==> config.mk <==
export PLATFORM = sky130hd
export DESIGN_NAME = iep_slice
export DESIGN_NICKNAME = d
export VERILOG_FILES = /design/src/design/iep_pkg.sv /design/src/design/iep_gate.sv /design/src/design/iep_level.sv /design/src/design/iep_slice.sv
export SDC_FILE = /design/constraint.sdc
export NUM_CORES = 1
export LEC_CHECK = 0
export BUFFER_PORTS_ARGS = -buffer_cell sky130_fd_sc_hd__buf_4
export CORE_MARGIN = 2
export CORE_UTILIZATION = 40
export CTS_CLUSTER_SIZE = 12
export DETAILED_ROUTE_END_ITERATION = 12
export GPL_TIMING_DRIVEN = 0
export HOLD_SLACK_MARGIN = 0.12
export PLACE_DENSITY_LB_ADDON = 0.12
export REMOVE_ABC_BUFFERS = 1
export SYNTH_ARGS = -nofsm -noshare
export SYNTH_HDL_FRONTEND = slang
export SYNTH_SLANG_ARGS = --single-unit
==> constraint.sdc <==
create_clock -name I_CLK_SYS -period 3 [get_ports I_CLK_SYS]
set_clock_uncertainty 0.05 [all_clocks]
set_input_delay 0.6 -clock I_CLK_SYS [delete_from_list [all_inputs] [get_ports I_CLK_SYS]]
set_output_delay 0.6 -clock I_CLK_SYS [all_outputs]
set_load 0.01 [all_outputs]
==> src/design/iep_pkg.sv <==
package iep_pkg;
  // register addresses and widths
  localparam int unsigned ADDR_W = 4;
  localparam int unsigned DATA_W = 16;
  localparam logic [3:0] OFF_ENABLE = 4'h0;
  localparam logic [3:0] OFF_PRIORITY = 4'h1;
  localparam logic [3:0] OFF_IRQ_STATUS = 4'h2;
  localparam logic [3:0] OFF_IRQ_MASK = 4'h3;
  localparam logic [3:0] OFF_REQ_VIEW = 4'h4;
  // enable register layout
  localparam logic [15:0] ENABLE_IMPL_MASK = 16'h00F6;
  localparam logic [15:0] ENABLE_RESET = 16'h0000;
  localparam int unsigned EN_UART_A_ERR = 1;
  localparam int unsigned EN_UART_B_ERR = 2;
  localparam int unsigned EN_DMA_CH6 = 4;
  localparam int unsigned EN_DMA_CH7 = 5;
  localparam int unsigned EN_CAN_A_TX = 6;
  localparam int unsigned EN_CAN_B_TX = 7;
  // priority register layout
  localparam int unsigned PRI_EXT0_LSB = 0;
  localparam int unsigned PRI_INCAP_LSB = 4;
  localparam int unsigned PRI_OUTCMP_LSB = 8;
  localparam int unsigned PRI_TIMER_LSB = 12;
  localparam logic [15:0] PRIORITY_IMPL_MASK = 16'h7777;
  localparam logic [15:0] PRIORITY_RESET = 16'h4444;
  localparam logic [2:0] LEVEL_DISABLED = 3'h0;
  // request indices: six gated sources then four prioritised sources
  localparam int unsigned NUM_GATED = 6;
  localparam int unsigned NUM_PRIO = 4;
  localparam logic [15:0] IRQ_STATUS_RESET = 16'h0000;
  localparam logic [15:0] IRQ_MASK_RESET = 16'h0000;
endpackage

==> src/design/iep_gate.sv <==
`timescale 1ns/1ps
`default_nettype none
module iep_gate #(
  parameter int unsigned N = 6
) (
  input wire logic [N-1:0] i_flag,
  input wire logic [N-1:0] i_enable,
  output logic [N-1:0] o_req
);
  assign o_req = i_flag & i_enable;
endmodule
`default_nettype wire

==> src/design/iep_level.sv <==
`timescale 1ns/1ps
`default_nettype none
module iep_level (
  input wire logic i_flag,
  input wire logic [2:0] i_level,
  output logic o_req,
  output logic [2:0] o_level
);
  // level code is the priority number itself
  assign o_level = i_level;
  assign o_req = i_flag && (i_level != iep_pkg::LEVEL_DISABLED);
endmodule
`default_nettype wire

==> src/design/iep_slice.sv <==
`timescale 1ns/1ps
`default_nettype none
// Overview of operation
// - enable bits 15-8, 3 and 0 read zero and ignore writes
// - enable bit 7 gates second CAN transmit request
// - enable bit 6 gates first CAN transmit request
// - enable bit 5 gates DMA channel 7 completion
// - enable bit 4 gates DMA channel 6 completion
// - enable bit 2 gates second UART error
// - enable bit 1 gates first UART error
// - enable one passes request, zero blocks it
// - implemented enable bits read/write, reset to zero
// - timer priority field at bits 14-12
// - priority code equals level, 7 highest, 1 lowest
// - output-compare priority field at bits 10-8
// - input-capture priority field at bits 6-4
// - external pin 0 priority field at bits 2-0
// - priority zero disables source regardless of enable
module iep_slice
  import iep_pkg::*;
(
  // clock and reset
  input wire logic I_CLK_SYS,
  input wire logic I_RST,
  // register port
  input wire logic [iep_pkg::ADDR_W-1:0] I_ADDR,
  input wire logic [iep_pkg::DATA_W-1:0] I_WDATA,
  input wire logic I_WR,
  input wire logic I_RD,
  output logic [iep_pkg::DATA_W-1:0] O_RDATA,
  // peripheral request flags
  input wire logic I_CAN_B_TX_FLAG,
  input wire logic I_CAN_A_TX_FLAG,
  input wire logic I_DMA_CH7_FLAG,
  input wire logic I_DMA_CH6_FLAG,
  input wire logic I_UART_B_ERR_FLAG,
  input wire logic I_UART_A_ERR_FLAG,
  input wire logic I_TIMER_A_FLAG,
  input wire logic I_OUTCMP_A_FLAG,
  input wire logic I_INCAP_A_FLAG,
  input wire logic I_EXT_PIN0_FLAG,
  // requests to processor arbitration
  output logic [iep_pkg::NUM_GATED-1:0] O_GATED_REQ,
  output logic [iep_pkg::NUM_PRIO-1:0] O_PRIO_REQ,
  output logic [11:0] O_PRIO_LEVEL,
  // interrupt
  output logic O_IRQ
);
  logic [15:0] enable_q, enable_d;
  logic [15:0] priority_q, priority_d;
  logic [15:0] irq_status_q, irq_status_d;
  logic [15:0] irq_mask_q, irq_mask_d;
  logic [15:0] rdata_q, rdata_d;
  logic [NUM_GATED-1:0] gated_q, gated_d;
  logic [NUM_PRIO-1:0] prio_req_q, prio_req_d;
  logic [11:0] prio_level_q, prio_level_d;
  logic irq_q, irq_d;
  logic [NUM_GATED-1:0] gated_flag, gated_en, gated_now;
  logic [NUM_PRIO-1:0] prio_flag, prio_now;
  logic [11:0] level_now;
  logic [15:0] events;

  // gated source order: uart a, uart b, dma6, dma7, can a, can b
  assign gated_flag = {I_CAN_B_TX_FLAG, I_CAN_A_TX_FLAG, I_DMA_CH7_FLAG,
                       I_DMA_CH6_FLAG, I_UART_B_ERR_FLAG, I_UART_A_ERR_FLAG};
  assign gated_en = {enable_q[EN_CAN_B_TX],
                     enable_q[EN_CAN_A_TX],
                     enable_q[EN_DMA_CH7],
                     enable_q[EN_DMA_CH6],
                     enable_q[EN_UART_B_ERR],
                     enable_q[EN_UART_A_ERR]};

  iep_gate #(
    .N(NUM_GATED)
  ) u_gate (
    .i_flag(gated_flag),
    .i_enable(gated_en),
    .o_req(gated_now)
  );

  // prioritised order: ext pin 0, input capture, output compare, timer
  assign prio_flag = {I_TIMER_A_FLAG, I_OUTCMP_A_FLAG, I_INCAP_A_FLAG, I_EXT_PIN0_FLAG};

  iep_level u_lvl_ext0 (
    .i_flag(prio_flag[0]),
    .i_level(priority_q[PRI_EXT0_LSB +: 3]),
    .o_req(prio_now[0]),
    .o_level(level_now[2:0])
  );
  iep_level u_lvl_incap (
    .i_flag(prio_flag[1]),
    .i_level(priority_q[PRI_INCAP_LSB +: 3]),
    .o_req(prio_now[1]),
    .o_level(level_now[5:3])
  );
  iep_level u_lvl_outcmp (
    .i_flag(prio_flag[2]),
    .i_level(priority_q[PRI_OUTCMP_LSB +: 3]),
    .o_req(prio_now[2]),
    .o_level(level_now[8:6])
  );
  iep_level u_lvl_timer (
    .i_flag(prio_flag[3]),
    .i_level(priority_q[PRI_TIMER_LSB +: 3]),
    .o_req(prio_now[3]),
    .o_level(level_now[11:9])
  );

  // sticky status captures presented requests, bits 5:0 gated, 9:6 prioritised
  assign events = {6'h00, prio_now, gated_now};

  always_comb begin
    enable_d = enable_q;
    priority_d = priority_q;
    irq_mask_d = irq_mask_q;
    irq_status_d = irq_status_q;
    rdata_d = 16'h0000;
    if (I_WR) begin
      unique case (I_ADDR)
        OFF_ENABLE: enable_d = I_WDATA & ENABLE_IMPL_MASK;
        OFF_PRIORITY: priority_d = I_WDATA & PRIORITY_IMPL_MASK;
        OFF_IRQ_MASK: irq_mask_d = I_WDATA & 16'h03FF;
        OFF_IRQ_STATUS: irq_status_d = irq_status_q & ~I_WDATA;
        default: ;
      endcase
    end
    // set wins over a same-cycle clear
    irq_status_d = irq_status_d | events;
    if (I_RD) begin
      unique case (I_ADDR)
        OFF_ENABLE: rdata_d = enable_q;
        OFF_PRIORITY: rdata_d = priority_q;
        OFF_IRQ_STATUS: rdata_d = irq_status_q;
        OFF_IRQ_MASK: rdata_d = irq_mask_q;
        OFF_REQ_VIEW: rdata_d = {6'h00, prio_req_q, gated_q};
        default: rdata_d = 16'h0000;
      endcase
    end
    gated_d = gated_now;
    prio_req_d = prio_now;
    prio_level_d = level_now;
    irq_d = |(irq_status_d & irq_mask_d);
  end

  // outputs are registered, so requests reach the processor one cycle late
  always_ff @(posedge I_CLK_SYS) begin
    if (I_RST) begin
      enable_q <= ENABLE_RESET;
      priority_q <= PRIORITY_RESET;
      irq_status_q <= IRQ_STATUS_RESET;
      irq_mask_q <= IRQ_MASK_RESET;
      rdata_q <= 16'h0000;
      gated_q <= '0;
      prio_req_q <= '0;
      prio_level_q <= 12'h000;
      irq_q <= 1'b0;
    end else begin
      enable_q <= enable_d;
      priority_q <= priority_d;
      irq_status_q <= irq_status_d;
      irq_mask_q <= irq_mask_d;
      rdata_q <= rdata_d;
      gated_q <= gated_d;
      prio_req_q <= prio_req_d;
      prio_level_q <= prio_level_d;
      irq_q <= irq_d;
    end
  end

  assign O_RDATA = rdata_q;
  assign O_GATED_REQ = gated_q;
  assign O_PRIO_REQ = prio_req_q;
  assign O_PRIO_LEVEL = prio_level_q;
  assign O_IRQ = irq_q;
endmodule
`default_nettype wire

---- Yosys cells after proc, flatten, opt, wreduce, memory -nomap -nowiden ----
Cells that the tools add are included.
Widths: inputs -> output; s select.
cells by class
  equal/unequal tests ..................... 4
  reduce and logical (&&, ||, !) cells .... 13
  bitwise operators ....................... 6
  muxes and demuxes ....................... 5
operators by type and width
  cell                count
  $pmux 16 s5         1
  $mux 16             4
  $and 16x16->16      2
  $not 16->16         1
  $or 16x10->16       1
  $reduce_or 16->1    1
  $reduce_bool 3->1   4
  $eq 4x2->1 const B  2
  $and 6x6->6         1
  $eq 4x1->1 const B  1
  $eq 4x3->1 const B  1
  $logic_and 1x1->1   4
  $logic_not 4->1     1
  $reduce_and 2->1    2
  $reduce_or 2->1     1
  $not 1->1           1
word-level totals
  logic and storage cells ................. 37
  bits of input ports ..................... 34
  output and inout bits ................... 39
  register bits after elaboration ......... 89

---- Longest topological paths before layout ----
Gate-level depths: netlist of the first run.
  word-level depth ........................ 7
  mapped depth ............................ 7
  depth with buffers taken out ............ 5

---- Cells and area by module ----
A second synthesis of the first run with hierarchy kept.
unflattened totals
  cell total of the unflattened synthesis .. 381
  area total of the unflattened synthesis .. 3459.6 sq um
by module, submodules not included
  module     cells each  times used  area an instance (sq um)
  iep_slice  359         1           3296.9
  iep_level  4           4           31.3
  iep_gate   6           1           37.5

---- Worst setup path after synthesis of the first run ----
OpenSTA, ideal clock, no wires.
  path type ............................... input -> register
  start ................................... input I_ADDR[2] (netlist name)
  end ..................................... register irq_q, in the netlist O_IRQ
  path buffers ............................ 1
  slack ................................... 0.593 ns
  cell stages on the path ................. 6
  data arrival time ....................... 2.219 ns
  path through ............................ buf_2 > or3b_1 > nor2_2 > mux2_1 > a2111oi_2 > a41oi_1
on the way
  word-level cells in the longest chain between the ends .. 6
  elaborated cells on any way between the ends .. 9
  classes of those cells .................. 2 x eq/ne; 4 x mux; 2 x bitwise; 1 x reduce/logical
ends and longest elaborated chain
  element               line              source
  from (decl)           iep_slice.sv:26   input wire logic [iep_pkg::ADDR_W-1:0] I_ADDR,
  $eq 4x2->1            iep_slice.sv:119  unique case (I_ADDR)
  $mux 16               iep_slice.sv:119
  $mux 16               iep_slice.sv:118  if (I_WR) begin
  $or 16x10->16         iep_slice.sv:128  irq_status_d = irq_status_d | events;
  $and 16x16->16 *      iep_slice.sv:142  irq_d = |(irq_status_d & irq_mask_d);
  $reduce_or 16->1 *    iep_slice.sv:142
  to (signal assigned)  iep_slice.sv:166  irq_q <= irq_d;
  to (decl)             iep_slice.sv:57   logic irq_q, irq_d;
Mark *: on every way between the ends. The rest lies on a longest branch, timed or not.
A chain may end at the register's enable or synchronous reset.

---- Worst setup path in the final report of the first run ----
  start ................................... input I_WR
  end ..................................... register irq_q, in the netlist O_IRQ
on the way
  word-level cells in the longest chain between the ends .. 4
  elaborated cells on any way between the ends .. 5
  classes of those cells .................. 2 x mux; 2 x bitwise; 1 x reduce/logical
ends and longest elaborated chain
  element             line              source
  from (decl)         iep_slice.sv:28   input wire logic I_WR,
  $mux 16             iep_slice.sv:118
  $or 16x10->16       iep_slice.sv:128
  $and 16x16->16 *    iep_slice.sv:142
  $reduce_or 16->1 *  iep_slice.sv:142
Marks and branches as above.

==> results of run 1 <==
==> logic make-up (layout without fill, tap and decap cells) <==
family                 after synthesis  in the layout  share of synthesized area
AO/OA/AOI/OAI                      103            103                      0.204
buffers and inverters               36            101                     0.0453
flip-flops                          89             89                      0.520
multiplexers                         9              9                     0.0296
AND/OR/NAND/NOR                    134            134                      0.201
==> cells in the final DEF, fill, tap and decap left out, types with 11 or more instances in the layout <==
master and instances:
a31oi_1 11, nand3_1 20, nor2_1 36, a21oi_1 30, dfxtp_1 89, nand2_1 35
buf_4 74, clkbuf_8 11, inv_1 11, o21ai_0 11, nor2b_1 24, a22oi_1 19
==> sequential cells by signal, indices dropped and copies added (netlist names) <==
register,count
O_RDATA,16
irq_mask_q,16
irq_status_q,16
O_PRIO_LEVEL,12
priority_q,12
O_GATED_REQ,6
enable_q,6
O_PRIO_REQ,4
O_IRQ,1
==> layer usage <==
| metal | part of all wire | global-route usage | up-vias |
|---|---|---|---|
| met4 | 0.016 | 0.0763 | 0 |
| li1 | - | - | 1438 |
| met3 | 0.061 | 0.0349 | 13 |
| met5 | 0 | 0 | - |
| met2 | 0.47 | 0.333 | 89 |
| met1 | 0.45 | 0.283 | 1431 |
==> layout make-up <==
class                           count  area [µm²]  area share
Clock buffer                       14         163      0.0388
Timing Repair Buffer               75         567       0.135
Sequential cell                    89        1780       0.425
Tap cell                          105         131      0.0313
Inverter                           12        45.0      0.0107
Multi-Input combinational cell    246        1510       0.359
==> worst paths after layout <==
kind | start | end | slack, ps | depth (start not counted)
worst min-delay path | irq_mask_q[8] | O_RDATA[8] | 420 | 2
worst min register to register | irq_mask_q[8] | O_RDATA[8] | 420 | 2
worst max-delay path | I_WR | O_IRQ | 250 | 6
worst max register to register | priority_q[0] | O_IRQ | 1320 | 5
==> synthesized netlist by cell type, types with 5 or more instances <==
library cell / n / area share
a31oi_1: 11 / 0.020
nor2b_1: 24 / 0.044
nor2_1: 36 / 0.039
clkbuf_1: 16 / 0.018
o21ai_0: 11 / 0.016
a22oi_1: 19 / 0.042
and2_1: 7 / 0.013
o31ai_1: 5 / 0.011
inv_1: 11 / 0.012
nand3_1: 20 / 0.029
nand2_1: 35 / 0.038
a21oi_1: 30 / 0.044
dfxtp_1: 89 / 0.52
mux2_1: 5 / 0.016
==> report_power, final <==
group / total, mW / leakage, nW / switching (mW) / internal (mW)
sequential: 1.21 / 0.722 / 0.0107 / 1.20
combinational: 0.169 / 0.811 / 0.0997 / 0.0697
clock: 0.728 / 0.0826 / 0.389 / 0.340
==> critical path, cell delays in order <==
cell	delay, ps
buf_4	310
or3b_1	600
nor2_2	380
mux2_1	370
a221oi_1	390
a41oi_1	200
==> impl_metrics.tcl, run 1 <==
set metrics [dict create \
    run_status "finished, final reports clean" \
    chipWidth_um 96.6 \
    cts_clk_pin_slew_worst_paths_ps 80 \
    floorplan.core_area_mm2 0.00826 \
    clock_tree.root_cell "clkbuf_8" \
    worstPathMaxFanout 29 \
    slew_headroom 0.219 \
    synth_area_per_cell_um2 9.24 \
    postSynth.topFlopCell "dfxtp_1" \
    clock_sink_count 89 \
    design.portCount 73 \
    antenna_left 0 \
    power.total_mw 2.11 \
    synth_seq_cells 89 \
    cts_tree "done" \
    preCtsSetupSlack_ps -99.4 \
    max-clock-path-buffers 2 \
    setup_total_negative_slack_ps 0 \
    overall_routing_resource_usage 0.208 \
    number_of_flops_mapped_to_enable_cells_by_yosys 0 \
    min_period_over_period 0.917 \
    cts_buffers 9 \
    route.detailed.drc 0 \
    netlist-cell-type-count 39 \
    drt_pre_antenna_iters 4 \
    drv_slew 0 \
    post_drt_wl_per_cell_um 16.9 \
    drv_cap 0 \
    placed_cells 527 \
    worstPathRequired_ps 3140 \
    asyncSetResetFlopFracSynth 0 \
    die_h_um 96.6 \
    count_of_routing_violations_after_the_opening_detailed_route_iteration 154 \
    route.final.wire_length_um 9160 \
    grt_antenna_before_repair 0 \
    total_number_of_vias 2971 \
    initial_core_util 0.415 \
    worstSkewPairLatency_ps 340 \
    arrival_ps 2890 \
    timing.final.hold_violations 0 \
    fraction_of_the_yosys_area_taken_by_sequential_cells 0.520 \
    n_fill_cell 819 \
    h_tree_levels 3 \
    timing.final.setup_violations 0 \
    power_per_cell_area_mw_per_mm2 502 \
    ir_drop_mv 0.198 \
    max_freq_mhz 364 \
    finalWorstSetupSlack_ps 250 \
    grt_setup_unrepaired "no" \
    grt_first_pass_wirelength_um 14500 \
    io_buffer_count 72 \
    static-leakage-power_nw 1.62 \
    antenna_cells 0 \
    final_util 0.508 \
    timing.critical_path.to_type "flop" \
    final_design_area_excluding_fillers_mm2 0.00420 \
    final_layout_size_suffix_gt1_frac 0.239 \
    first_global_vias 2783 \
    finish.net_count 467 \
    worstSetupPathType "in -> reg" \
    cts_resized 0 \
    layout.cells.non_filler 541 \
    gp_congestion 0.811 \
    synth_warnings 0 \
    floorplan.rows 33 \
    fin_worst_hold_slack_ps 419 \
    detailed_place.area_mm2 0.00403 \
    post-cts-setup-buffer-count 0 \
    postSynthCellCount 371 \
    type_of_element_launching_the_critical_path "input pin" \
    maximum_number_of_pins_on_one_net_before_global_route_repair 70 \
    ratio_of_routed_vias_to_standard_cells 5.49 \
    finalWorstPathRequiredPeriod_ps 2750 \
    post_cts_hold_buffer_count 0 \
    dpl.hpwl_um 6080 \
    timing_worst_slew_pin_value_ps 1170 \
    synth.cell_area_mm2 0.00343 \
    hold_crit_path_type "reg -> reg" \
    flow.area_growth_from_synthesis_pct 22.4 \
    grt_remaining_overflow 0 \
    die_area_mm2 0.00932 \
]
Note: power is estimated with default switching activity, not from simulation.
==> inputs of run 2 (changes only) <==
CORE_UTILIZATION = 45   (was 40)
==> impl_metrics.tcl, run 2 (synthesized netlist as in run 1, its figures left out) <==
set metrics [dict create \
    run_status "finished, final reports clean" \
    slew_headroom 0.159 \
    arrival_ps 2940 \
    worstPathRequired_ps 3150 \
    final_layout_size_suffix_gt1_frac 0.247 \
    crit-reg2reg-launch "priority_q[8]" \
    static-leakage-power_nw 1.64 \
    route.final.wire_length_um 8800 \
    total_number_of_vias 2972 \
    timing.hold.worst_endpoint "O_RDATA[0]" \
    worstPathMaxFanout 29 \
    antenna_left 0 \
    initial_core_util 0.467 \
    worstReg2RegEnd "O_IRQ" \
    power_per_cell_area_mw_per_mm2 525 \
    gp_congestion 0.788 \
    ir_drop_mv 0.269 \
    final_design_area_excluding_fillers_mm2 0.00423 \
    timing_worst_slew_pin_value_ps 1250 \
    worstSetupPathType "in -> reg" \
    post_cts_hold_buffer_count 0 \
    clock_tree.root_cell "clkbuf_8" \
    drv_slew 0 \
    fin_worst_hold_slack_ps 412 \
    cts_buffers 9 \
    worst_hold_path_depth 2 \
    grt_antenna_before_repair 0 \
    finalWorstPathRequiredPeriod_ps 2790 \
    critical_path_s_top_delay_family "simple AND/OR/NAND/NOR gates" \
    die_h_um 91.3 \
    max_freq_mhz 359 \
    grt_remaining_overflow 0 \
    maximum_number_of_pins_on_one_net_before_global_route_repair 70 \
    grt_first_pass_wirelength_um 14300 \
    detailed_place.area_mm2 0.00403 \
    cts_tree "done" \
    r2r_setup_slack_ps 1240 \
    count_of_routing_violations_after_the_opening_detailed_route_iteration 270 \
    h_tree_levels 3 \
    worstPathCellList "buf_4 > or3b_1 > nor2_2 > mux2_1 > a2111oi_2 > a41oi_1" \
    dpl.hpwl_um 5850 \
    type_of_element_launching_the_critical_path "input pin" \
    route.detailed.drc 0 \
    timing.final.hold_violations 0 \
    layout_common_cells "dfxtp_1 (89), buf_4 (74), nor2_1 (36), nand2_1 (35), a21oi_1 (30)" \
    post_drt_wl_per_cell_um 16.4 \
    overall_routing_resource_usage 0.217 \
    worstSkewPairLatency_ps 360 \
    chipWidth_um 91.3 \
    slowest_stage_cell_on_the_critical_path "or3b_1" \
    cts_resized 0 \
    worst_path_largest_cell_delay_ps 580 \
    antenna_cells 0 \
    timing.reg2reg.worst_path_depth 5 \
    ratio_of_routed_vias_to_standard_cells 5.53 \
    drv_cap 0 \
    io_buffer_count 72 \
    layout.cells.non_filler 537 \
    timing.final.setup_violations 0 \
    floorplan.rows 31 \
    layout_commonest_cell "dfxtp_1" \
    post-cts-setup-buffer-count 0 \
    finish.net_count 467 \
    setup_total_negative_slack_ps 0 \
    worst-path-buf-inv 1 \
    placed_cells 521 \
    worstHoldStart "irq_mask_q[0]" \
    clock_sink_count 89 \
    timing.critical_path.depth 6 \
    design.portCount 73 \
    min_period_over_period 0.930 \
    floorplan.core_area_mm2 0.00733 \
    preCtsSetupSlack_ps -122 \
    die_area_mm2 0.00833 \
    finalWorstSetupSlack_ps 211 \
    max-clock-path-buffers 2 \
    timing.critical_path.to_type "flop" \
    cts_clk_pin_slew_worst_paths_ps 90 \
    first_global_vias 2805 \
    drt_pre_antenna_iters 4 \
    flow.area_growth_from_synthesis_pct 23.5 \
    hold_crit_path_type "reg -> reg" \
    grt_setup_unrepaired "no" \
]
-- run 2: cell types whose count changed in the layout (fill, tap and decap cells not counted), sizes merged --
cell and change:
clkbuf -2, bufinv +1, clkinvlp +1, clkinv +2
-- run 2: worst max-delay path by stage --
stage	from	end
after floorplan	I_ADDR[0]	O_RDATA[1]
after global placement	I_ADDR[0]	O_RDATA[7]
after detailed placement	I_WR	O_IRQ
after CTS	I_WR	O_IRQ
after global routing	I_WR	O_IRQ
final	I_WR	O_IRQ
-- run 2: metrics by stage --
step / utilization / total power, mW
floorplan: - / 1.30
CTS: 0.577 / 2.23
detailed placement: 0.549 / 1.40
global route: 0.577 / 2.29
finish: 0.577 / 2.22
global placement: 0.543 / 1.40
-- run 2: tightest hold or removal path, cell delays in order, from the launching register on --
cell     delay (ps)
dfxtp_1         320
nand2_1          60
a21oi_1          50
-- run 2: where the power goes --
group          internal (mW)  switching (mW)  total (mW)
Combinational         0.0697          0.0982       0.168
Sequential              1.20          0.0108        1.21
Clock                  0.431           0.411       0.842
-- run 2: area by class of cell --
type | instances | area (µm²)
fillers | 641 | 3100
flip-flops and latches | 89 | 1780
multi-input cells | 246 | 1510
repair buffers | 75 | 567
clock buffers | 12 | 155
well taps | 99 | 124
clock inverters | 4 | 51.3
inverters | 12 | 45.0
-- run 2: metal layers --
metal	vias to the layer above	wire, µm	track usage
li1	1444	-	-
met1	1407	4080	0.305
met2	106	4020	0.330
met3	15	522	0.0365
met4	0	184	0.0922
met5	-	0	0
==> inputs of run 3 (changes only) <==
CAP_MARGIN = 10   (was default)
CELL_PAD_IN_SITES_DETAIL_PLACEMENT = 1   (was default)
CELL_PAD_IN_SITES_GLOBAL_PLACEMENT = 1   (was default)
CORE_UTILIZATION = 40   (was 45)
==> impl_metrics.tcl, run 3 (synthesized netlist as in run 1, its figures left out) <==
set metrics [dict create \
    min_period_over_period 0.925 \
    grt_antenna_before_repair 0 \
    cts_resized 0 \
    type_of_element_launching_the_critical_path "input pin" \
    total_number_of_vias 2981 \
    antenna_left 0 \
    die_h_um 96.6 \
    cts_clk_pin_slew_worst_paths_ps 80 \
    cts_buffers 9 \
    route.detailed.drc 0 \
    max_freq_mhz 360 \
    worstPathMaxFanout 29 \
    route.final.wire_length_um 9910 \
    flow.area_growth_from_synthesis_pct 22.7 \
    drv_cap 0 \
    ratio_of_routed_vias_to_standard_cells 5.49 \
    count_of_routing_violations_after_the_opening_detailed_route_iteration 129 \
    final_layout_size_suffix_gt1_frac 0.244 \
    floorplan.rows 33 \
    run_status "finished, final reports clean" \
    static-leakage-power_nw 1.62 \
    timing.final.hold_violations 0 \
    worstPathRequired_ps 3130 \
    timing.final.setup_violations 0 \
    grt_setup_unrepaired "no" \
    maximum_number_of_pins_on_one_net_before_global_route_repair 70 \
    finalWorstSetupSlack_ps 225 \
    layout_commonest_cell "dfxtp_1" \
    preCtsSetupSlack_ps -158 \
    first_global_vias 2949 \
    gp_congestion 0.764 \
    dpl.hpwl_um 6680 \
    detailed_place.area_mm2 0.00403 \
    post_cts_hold_buffer_count 0 \
    finish.net_count 468 \
    slew_headroom 0.171 \
    antenna_cells 0 \
    post-cts-setup-buffer-count 0 \
    arrival_ps 2910 \
    grt_remaining_overflow 0 \
    initial_core_util 0.415 \
    chipWidth_um 96.6 \
    layout_common_cells "dfxtp_1 (89), buf_4 (74), nor2_1 (36), nand2_1 (35), a21oi_1 (30)" \
    final_util 0.509 \
    design.portCount 73 \
    timing.critical_path.to_type "flop" \
    cts_tree "done" \
    grt_first_pass_wirelength_um 15600 \
    overall_routing_resource_usage 0.223 \
    finalWorstPathRequiredPeriod_ps 2770 \
    post_drt_wl_per_cell_um 18.3 \
    setup_total_negative_slack_ps 0 \
    timing_worst_slew_pin_value_ps 1240 \
    hold_crit_path_type "reg -> reg" \
    h_tree_levels 3 \
    worstSkewPairLatency_ps 350 \
    max-clock-path-buffers 2 \
    ir_drop_mv 0.200 \
    floorplan.core_area_mm2 0.00826 \
    clock_sink_count 89 \
    placed_cells 527 \
    drt_pre_antenna_iters 4 \
    io_buffer_count 72 \
    clock_tree.root_cell "clkbuf_8" \
    drv_slew 0 \
    final_design_area_excluding_fillers_mm2 0.00421 \
    power_per_cell_area_mw_per_mm2 501 \
    die_area_mm2 0.00932 \
    layout.cells.non_filler 543 \
    worstSetupPathType "in -> reg" \
]
[run 3: cell types whose count changed in the layout (fill, tap and decap cells not counted)]
cell | previous run | this run
clkbuf_1 | 1 | 2
clkinv_4 | 1 | 0
clkinv_2 | 1 | 2
bufinv_16 | 1 | 0
buf_6 | 1 | 2
clkbuf_8 | 11 | 10
[run 3: report_power, final]
| part | internal [mW] | switching [mW] | total [mW] |
|---|---|---|---|
| Clock | 0.318 | 0.405 | 0.723 |
| Combinational | 0.0706 | 0.103 | 0.173 |
| Sequential | 1.20 | 0.0112 | 1.21 |
| Total | 1.59 | 0.519 | 2.11 |
[run 3: critical path: stages]
cell      delay [ps]
buf_4            310
or3b_1           600
nor2_2           380
mux2_1           370
a221oi_1         410
a41oi_1          210
[run 3: stage by stage]
stage                     power [mW]  hold slack (ps)
final                           2.11              424
after floorplan                 1.30              378
after global routing            2.19              444
after CTS                       2.12              419
after global placement          1.40              405
after detailed placement        1.41              405
[run 3: worst paths after layout]
path / startpoint / endpoint / slack, ps / depth (start not counted)
worst max-delay path: I_WR / O_IRQ / 230 / 6
worst max register to register: priority_q[4] / O_IRQ / 1300 / 5
worst min register to register: irq_mask_q[8] / O_RDATA[8] / 420 / 2
worst min-delay path: irq_mask_q[8] / O_RDATA[8] / 420 / 2
[run 3: per-layer routing]
metal	wire length (µm)	vias to the layer above	share of wire	GRT usage
met5	0	-	0	0
met1	4510	1476	0.45	0.292
met4	85	0	0.0086	0.0681
li1	-	1435	-	-
met2	4930	63	0.50	0.379
met3	387	7	0.039	0.0357
[run 3: final cells by class]
| class | instances | area, µm² |
|---|---|---|
| Tap cell | 105 | 131 |
| Fill cell | 1011 | 4050 |
| Clock inverter | 3 | 17.5 |
| Timing Repair Buffer | 76 | 578 |
| Multi-Input combinational cell | 246 | 1510 |
| Clock buffer | 12 | 145 |
| Inverter | 12 | 45.0 |
| Sequential cell | 89 | 1780 |
